==> config.mk <==
export PLATFORM = sky130hd
export DESIGN_NAME = mwt_watchdog
export DESIGN_NICKNAME = d
export VERILOG_FILES = /design/src/core/mwt_pkg.sv /design/src/core/mwt_prescaler.sv /design/src/core/mwt_watchdog.sv
export SDC_FILE = /design/constraint.sdc
export NUM_CORES = 1
export LEC_CHECK = 0
export ABC_AREA = 1
export CORE_UTILIZATION = 50
export DETAILED_ROUTE_END_ITERATION = 12
export DONT_BUFFER_PORTS = 1
export MAX_ROUTING_LAYER = met4
export SLEW_MARGIN = 20
export SYNTH_ARGS = -nofsm -noshare
export SYNTH_HDL_FRONTEND = slang
export SYNTH_HIERARCHICAL = 1
export SYNTH_SLANG_ARGS = --single-unit
==> constraint.sdc <==
create_clock -name i_clk -period 4.1 [get_ports i_clk]
set_input_delay 0.205 -clock i_clk [delete_from_list [all_inputs] [get_ports i_clk]]
set_output_delay 0.205 -clock i_clk [all_outputs]
set_load 0.01 [all_outputs]
==> src/core/mwt_pkg.sv <==
// package for the minute watchdog timer: register map, reset values, timing constants
package mwt_pkg;

  // register offsets on the plain register port
  localparam logic [3:0] ADDR_FACTOR = 4'h0;   // timer factor, write only
  localparam logic [3:0] ADDR_STATUS = 4'h1;   // sticky event status, write one to clear
  localparam logic [3:0] ADDR_MASK = 4'h2;     // interrupt mask, one enables
  localparam logic [3:0] ADDR_STATE = 4'h3;    // live state, read only

  // status and mask bit positions
  localparam int BIT_EXPIRE = 0;               // countdown ran out
  localparam int BIT_RETRIG = 1;               // retrigger write taken
  localparam int BIT_DISABLE = 2;              // disable write taken
  localparam int EVT_W = 3;                    // number of event bits

  // values after reset
  localparam logic [7:0] FACTOR_RST = 8'h00;   // disabled
  localparam logic [EVT_W-1:0] MASK_RST = 3'h0; // all events masked

  // time-out formula: first_period + step * (factor - 1), seconds
  localparam int FIRST_S = 30;                 // time-out for factor 1
  localparam int STEP_S = 60;                  // added per factor step
  localparam int SEC_W = 14;                   // holds 30 + 60*254 = 15270

  // clock and timebase
  localparam int CLK_HZ = 100_000_000;         // system clock rate
  localparam int TICK_S = 1;                   // counting tick period, seconds
  localparam int TICK_CYC = CLK_HZ * TICK_S;   // cycles per tick
  localparam int RST_PULSE_NS = 1000;          // reset pulse width, ns
  localparam int RST_PULSE_CYC = (RST_PULSE_NS * 100 + 999) / 1000; // rounded up at 10 ns
  localparam int BLINK_TICKS = 1;              // led toggles every tick

  // one register port request
  typedef struct packed {
    logic [3:0] addr;                          // register offset
    logic [7:0] wdata;                         // write data
    logic wr;                                  // write strobe
    logic rd;                                  // read strobe
  } mwt_req_type;

  // watchdog countdown state
  typedef enum logic [1:0] {
    MWT_IDLE,                                  // disabled
    MWT_COUNT,                                 // counting down
    MWT_FIRE                                   // reset pulse out
  } mwt_state_type;

endpackage : mwt_pkg

==> src/core/mwt_prescaler.sv <==
// one-second tick prescaler for the minute watchdog timer
`timescale 1ns/100ps
module mwt_prescaler #(
  parameter int DIV = 100_000_000                // clock cycles per tick
) (
  input wire logic i_clk,                        // system clock
  input wire logic i_rst_n,                      // synchronous reset, active low
  input wire logic i_ce,                         // clock enable
  input wire logic i_restart,                    // realign the tick phase
  output logic o_tick                            // one-cycle tick pulse
);

  localparam int CW = $clog2(DIV + 1);           // counter width
  localparam logic [CW-1:0] LAST = CW'(DIV - 1); // terminal count

  logic [CW-1:0] cnt;                            // cycle counter

  ////////////////////////////////////////////////////////////////////////////
  // divider, restarted on every retrigger so a full period follows
  always_ff @(posedge i_clk) begin
    if (!i_rst_n) begin
      cnt <= '0;
      o_tick <= 1'b0;
    end else if (i_ce) begin
      if (i_restart) begin
        cnt <= '0;
        o_tick <= 1'b0;
      end else if (cnt == LAST) begin
        cnt <= '0;
        o_tick <= 1'b1;
      end else begin
        cnt <= cnt + 1'b1;
        o_tick <= 1'b0;
      end
    end
  end

endmodule // mwt_prescaler

==> src/core/mwt_watchdog.sv <==
// minute watchdog timer: factor register, second countdown, reset pulse, led and interrupt
`timescale 1ns/100ps
module mwt_watchdog #(
  parameter int TICK_DIV = mwt_pkg::TICK_CYC,        // cycles per second tick
  parameter int PULSE_CYC = mwt_pkg::RST_PULSE_CYC   // reset pulse width, cycles
) (
  input wire logic i_clk,                            // system clock, 100 MHz
  input wire logic i_rst_n,                          // synchronous reset, active low
  input wire logic i_ce,                             // clock enable, freezes all state
  input wire logic [3:0] i_addr,                     // register offset
  input wire logic [7:0] i_wdata,                    // write data
  input wire logic i_wr,                             // write strobe
  input wire logic i_rd,                             // read strobe
  output logic [7:0] o_rdata,                        // read data, cycle after strobe
  output logic o_sys_rst,                            // reset pulse to system, high active
  output logic o_led,                                // blinking indicator
  output logic o_irq                                 // level interrupt
);

  ////////////////////////////////////////////////////////////////////////////
  // declarations
  localparam int PW = $clog2(PULSE_CYC + 1);         // pulse counter width

  mwt_pkg::mwt_req_type req;                         // bundled request
  mwt_pkg::mwt_state_type state;                     // countdown state
  logic [7:0] factor;                                // current timer factor
  logic [mwt_pkg::SEC_W-1:0] secs;                   // seconds remaining
  logic [PW-1:0] pulse_cnt;                          // reset pulse cycles left
  logic [mwt_pkg::EVT_W-1:0] status;                 // sticky events
  logic [mwt_pkg::EVT_W-1:0] mask;                   // interrupt enables
  logic [mwt_pkg::EVT_W-1:0] events;                 // this cycle's events
  logic [mwt_pkg::EVT_W-1:0] clr;                    // write-one-to-clear bits
  logic wr_factor;                                   // factor write this cycle
  logic tick;                                        // one-second tick
  logic expire;                                      // countdown reaches end

  // time-out in seconds for a nonzero factor
  function automatic logic [mwt_pkg::SEC_W-1:0] timeout_s(input logic [7:0] f);
    logic [mwt_pkg::SEC_W-1:0] n;
    n = mwt_pkg::SEC_W'(f) - 1'b1;
    return mwt_pkg::SEC_W'(mwt_pkg::FIRST_S) + mwt_pkg::SEC_W'(n * mwt_pkg::SEC_W'(mwt_pkg::STEP_S));
  endfunction

  ////////////////////////////////////////////////////////////////////////////
  // request decode
  assign req = '{addr: i_addr, wdata: i_wdata, wr: i_wr, rd: i_rd};
  assign wr_factor = req.wr && (req.addr == mwt_pkg::ADDR_FACTOR);
  assign expire = (state == mwt_pkg::MWT_COUNT) && tick && (secs == mwt_pkg::SEC_W'(1));
  assign clr = (req.wr && req.addr == mwt_pkg::ADDR_STATUS) ? req.wdata[mwt_pkg::EVT_W-1:0] : '0;

  // event collection for the status register
  always_comb begin
    events = '0;
    events[mwt_pkg::BIT_EXPIRE] = expire && !wr_factor;
    // factor writes during the reset pulse are refused, so they log nothing
    events[mwt_pkg::BIT_RETRIG] = wr_factor && (req.wdata != 8'h00) && (state != mwt_pkg::MWT_FIRE);
    events[mwt_pkg::BIT_DISABLE] = wr_factor && (req.wdata == 8'h00) && (state != mwt_pkg::MWT_FIRE);
  end

  ////////////////////////////////////////////////////////////////////////////
  // second tick, realigned by every factor write
  mwt_prescaler #(
    .DIV(TICK_DIV)
  ) u_prescaler (
    .i_clk(i_clk),
    .i_rst_n(i_rst_n),
    .i_ce(i_ce),
    .i_restart(wr_factor),
    .o_tick(tick)
  );

  ////////////////////////////////////////////////////////////////////////////
  // factor register and countdown state machine
  always_ff @(posedge i_clk) begin
    if (!i_rst_n) begin
      state <= mwt_pkg::MWT_IDLE;
      factor <= mwt_pkg::FACTOR_RST;
      secs <= '0;
      pulse_cnt <= '0;
    end else if (i_ce) begin
      case (state)
        mwt_pkg::MWT_IDLE: begin
          if (wr_factor && req.wdata != 8'h00) begin
            factor <= req.wdata;
            secs <= timeout_s(req.wdata);
            state <= mwt_pkg::MWT_COUNT;
          end
        end
        mwt_pkg::MWT_COUNT: begin
          if (wr_factor) begin
            factor <= req.wdata;
            if (req.wdata == 8'h00) begin
              state <= mwt_pkg::MWT_IDLE;
              secs <= '0;
            end else begin
              secs <= timeout_s(req.wdata);
            end
          end else if (expire) begin
            state <= mwt_pkg::MWT_FIRE;
            secs <= '0;
            pulse_cnt <= PW'(PULSE_CYC);
          end else if (tick) begin
            secs <= secs - 1'b1;
          end
        end
        mwt_pkg::MWT_FIRE: begin
          // pulse runs its full width; then we drop to idle and reload the reset factor
          if (pulse_cnt == PW'(1)) begin
            state <= mwt_pkg::MWT_IDLE;
            factor <= mwt_pkg::FACTOR_RST;
            pulse_cnt <= '0;
          end else begin
            pulse_cnt <= pulse_cnt - 1'b1;
          end
        end
        default: begin
          state <= mwt_pkg::MWT_IDLE;
        end
      endcase
    end
  end

  ////////////////////////////////////////////////////////////////////////////
  // reset pulse output, registered
  always_ff @(posedge i_clk) begin
    if (!i_rst_n) begin
      o_sys_rst <= 1'b0;
    end else if (i_ce) begin
      if (expire && !wr_factor) begin
        o_sys_rst <= 1'b1;
      end else if (state == mwt_pkg::MWT_FIRE && pulse_cnt == PW'(1)) begin
        o_sys_rst <= 1'b0;
      end
    end
  end

  ////////////////////////////////////////////////////////////////////////////
  // indicator led: toggles each tick while counting, dark otherwise
  always_ff @(posedge i_clk) begin
    if (!i_rst_n) begin
      o_led <= 1'b0;
    end else if (i_ce) begin
      if (state != mwt_pkg::MWT_COUNT || (wr_factor && req.wdata == 8'h00)) begin
        o_led <= 1'b0;
      end else if (tick) begin
        o_led <= ~o_led;
      end
    end
  end

  ////////////////////////////////////////////////////////////////////////////
  // sticky status, set wins over clear; mask register
  always_ff @(posedge i_clk) begin
    if (!i_rst_n) begin
      status <= '0;
      mask <= mwt_pkg::MASK_RST;
    end else if (i_ce) begin
      status <= (status & ~clr) | events;
      if (req.wr && req.addr == mwt_pkg::ADDR_MASK) begin
        mask <= req.wdata[mwt_pkg::EVT_W-1:0];
      end
    end
  end

  ////////////////////////////////////////////////////////////////////////////
  // interrupt level, registered from the next status value
  always_ff @(posedge i_clk) begin
    if (!i_rst_n) begin
      o_irq <= 1'b0;
    end else if (i_ce) begin
      o_irq <= |(((status & ~clr) | events) & mask);
    end
  end

  ////////////////////////////////////////////////////////////////////////////
  // read data, one cycle after the read strobe, zero otherwise
  always_ff @(posedge i_clk) begin
    if (!i_rst_n) begin
      o_rdata <= 8'h00;
    end else if (i_ce) begin
      o_rdata <= 8'h00;
      if (req.rd) begin
        case (req.addr)
          mwt_pkg::ADDR_STATUS: o_rdata <= 8'(status);
          mwt_pkg::ADDR_MASK: o_rdata <= 8'(mask);
          mwt_pkg::ADDR_STATE: o_rdata <= {5'h00, o_led, state == mwt_pkg::MWT_FIRE, state == mwt_pkg::MWT_COUNT};
          default: o_rdata <= 8'h00;               // factor is write only; unmapped reads zero
        endcase
      end
    end
  end

endmodule // mwt_watchdog

==> flow_summary_export.csv <==
group,metric,value,unit
status,outcome,"complete, no violations",
grt,antenna_found_initial,0,
clock_tree,clkSlewWorstSetupHoldPaths,70,ps
clock_tree,cts_buffers,9,
hold_path,hold_start,"i_rd",
die,top_level_ports,28,
synth,synthArstFlopShare,0,%
sta,tightest_slew,903,ps
final_layout,diodes,0,
routing,wirelength,12.5,mm
clock_tree,clk_latency,350,ps
sta,slew_viol_final,0,
grt,grt_max_degree,28,
final_layout,layout_commonest_cell,"nand2_1",
critical_path,crit_top_cell,"nand2_1",
synth,ys_seq_elements,63,
synth,synth_area_per_cell,6.29,um2
critical_path,endpoint_kind,"flop",
critical_path,crit_chain,"inv_1 -> ha_1 -> xor2_1 -> ha_1 -> xor2_1 -> fa_1 -> inv_1 -> ha_1 -> a21oi_2 -> nand2_1 -> nand2_1 -> nand2_1 -> nor2_1 -> nand2_1 -> nor2_2 -> nand3_1 -> nor2_1 -> nand2_1 -> nand3_1 -> a21oi_1",
routing,drtIter0Drc,223,
clock_tree,root_buffer,"clkbuf_8",
critical_path,crit_type,"in2reg",
power,p_int,1.12,mW
clock_tree,clock_path_buffers,2,
clock_tree,post-cts-setup-buffers,0,
grt,grt_pass1_wl,20.5,mm
clock_tree,h-tree-depth,3,
critical_path,cp.arrival,3610,ps
power,power-per-cell-area,347,mW/mm2
synth,netlist_area,0.00510,mm2
grt,grt_util_all_layers,25.6,%
final_layout,syn2layout_area_growth,5.29,%
die,die_area,0.0106,mm2
run,maxCapViolations,0,
grt,grt_pass1_vias,4359,
final_layout,drive_above_1_share,7.71,%
sta,tns,0,ps
power,seqPwrFrac,33.6,%
synth,synthSimpleGateAreaFrac,36.4,%
synth,ys_types,48,
critical_path,cp_num_buf_inv,2,
synth,synthFlopType,"dfxtp_1",
synth,yosysSeqAreaShare,24.7,%
routing,drcViolationCount,0,
sta,rsz0062_at_grt,"false",
hold_path,hold_path.class,"in2reg",
power,pwr-share-clk,26.1,%
routing,vias_per_cell,5.23,
synth,synthAdderAreaFrac,7.65,%
sta,setup-violations-final,0,
critical_path,r2r_start,"secs[4]$_SDFFE_PN0P_",
final_layout,final_cell_mix,"nand2_1 (212), inv_1 (103), nor2_1 (89), dfxtp_1 (63)",
final_layout,n_fill_cell,1070,
routing,detail-route-antenna-nets,0,
sta,slew_headroom,39.6,%
sta,finalHoldViolations,0,
sta,finalClockSkew,12.6,ps
routing,routedWlPerCell,13.1,um
synth,synth_xor_area_share,6.32,%
critical_path,critical-path-top-delay-family,"adder cells",
place,place_congestion,0.884,
routing,vias,4970,
synth,synth_warnings,6,
die,start_util,52.0,%
final_layout,regArea,0.00126,mm2
final_layout,fin_nets,856,
critical_path,cp_max_fo,6,
final_layout,final_cells,950,
synth,synth_top_family_by_area,"simple AND/OR/NAND/NOR gates",
critical_path,worstPathRequired,4330,ps
critical_path,cp_slowest_stage_delay,510,ps
die,chipHeight,103,um
die,fp.dieW,103,um
place,dp_cells,931,
sta,post-route-period-util,82.5,%
clock_tree,cts_tree,"built",
synth,synth_edf_count,0,
synth,synthMuxAreaShare,0,%
synth,synth_compound_area_share,13.9,%
place,hpwl,9.46,mm
die,core_region_area,0.00982,mm2
power,combinationalPowerShare,40.3,%
grt,overflow,0,
power,peakVddDrop,170,uV
sta,period_needed,3380,ps
die,core.rowCount,36,
critical_path,worst_path_max_delay_cell,"fa_1",
critical_path,crit_path_start_kind,"primary input",
power,p_leak,2.36,nW
final_layout,multi_input_area,0.00330,mm2
power,swShare,40.1,%
clock_tree,cts.sinks,63,
synth,synthCells,812,
critical_path,crit_path_start,"i_wdata[1]",
power,p_sw,0.749,mW
place,port_buffers,0,
sta,fmaxAchievable,296,MHz
routing,drtPass1Iterations,5,
## worst reg2reg max path, delay by kind of cell (launching register included)
kind,cells,cell delay [ps]
DFF,1,340
AOI/OAI and AO/OA,1,230
and+or+nand+nor,6,1220
buffers and inverters,1,150
## routing by layer
metal,GRT usage [%],vias up,share of wire [%]
met2,37.9,119,43
met1,35.2,2247,49
met5,-,-,0
met3,4.75,9,6.8
li1,-,2595,-
met4,7.37,0,0.81
## synthesized netlist by cell type, types with 2 or more instances
| library cell | count | area, um2 |
|---|---|---|
| buf_1 | 2 | 7.51 |
| a21oi_1 | 54 | 270 |
| inv_1 | 103 | 387 |
| nor3_2 | 2 | 20.0 |
| nand2_1 | 212 | 796 |
| ha_1 | 20 | 250 |
| buf_6 | 3 | 33.8 |
| nand2_2 | 6 | 37.5 |
| buf_2 | 3 | 15.0 |
| o21ai_1 | 18 | 90.1 |
| o21bai_1 | 4 | 30.0 |
| o22ai_1 | 2 | 12.5 |
| nand3_1 | 54 | 270 |
| fa_1 | 7 | 140 |
| xnor2_1 | 6 | 52.6 |
| nand3b_1 | 6 | 45.0 |
| o21ai_0 | 34 | 170 |
| nor3b_1 | 3 | 22.5 |
| nor3_1 | 16 | 80.1 |
| nor4_1 | 2 | 12.5 |
| nor2_4 | 5 | 56.3 |
| a31oi_1 | 5 | 31.3 |
| a211oi_2 | 2 | 25.0 |
| nand3_2 | 2 | 20.0 |
| nor2_1 | 89 | 334 |
| xor2_1 | 29 | 254 |
| a21oi_2 | 2 | 17.5 |
| nor2_2 | 11 | 68.8 |
| inv_2 | 12 | 45.0 |
| nand4_1 | 10 | 62.6 |
| buf_4 | 6 | 45.0 |
| clkbuf_1 | 4 | 15.0 |
| dfxtp_1 | 63 | 1260 |
## power groups by stage
stage | Combinational, mW | Clock, mW | Sequential [mW]
floorplan | 0.604 | 0 | 0.639
CTS | 0.752 | 0.499 | 0.627
detailed placement | 0.741 | 0 | 0.641
finish | 0.751 | 0.487 | 0.627
global placement | 0.737 | 0 | 0.641
global route | 0.864 | 0.520 | 0.628
## layout make-up
class	count	share of cell area (%)
sequential	63	23.5
clock inverter	5	0.628
tap	133	3.10
clock buffer	11	2.63
inverter	117	8.22
multi-input combinational	618	61.4
timing repair buffer	3	0.559
## per-stage QoR
stage	instance area [um2]	total power, mW	hold WS (ps)	setup WS (ps)	util, %
after floorplan	5120	1.24	352	770	-
after global placement	5170	1.38	331	554	52.7
after detailed placement	5170	1.38	336	384	52.7
after CTS	5380	1.88	3.90	724	54.7
after global routing	5380	2.01	2.65	307	54.7
final	5380	1.87	13.9	717	54.7
## worst paths after layout
path	slack (ps)	end	cells after the start
min reg2reg	460	u_prescaler/cnt[25]$_SDFFE_PN0P_	2
max reg2reg	2050	secs[3]$_SDFFE_PN0P_	8
max	720	secs[13]$_SDFFE_PN0P_	20
min	10	o_rdata[0]$_SDFFE_PN0P_	2
## kinds of logic (layout without fill, tap and decap cells)
group,after synthesis,in the layout
xor+xnor,36,36
other cells,1,5
compound gates,128,128
buf+inv,135,136
flops,63,63
simple gates,422,422
fa+ha+maj,27,27
## sequential cells by signal (all words and copies together) (netlist names)
signal              flops
state                   2
secs                   14
o_sys_rst               1
o_led                   1
u_prescaler/o_tick      1
o_rdata                 3
status                  3
pulse_cnt               7
u_prescaler/cnt        27
mask                    3
o_irq                   1
## repair_timing
action,CTS,global route
hold buffers,3,0
resized for setup,0,0
endpoints found under the hold margin,19,0
endpoints found under the setup margin,0,0
(Power assumes the default switching activity.)
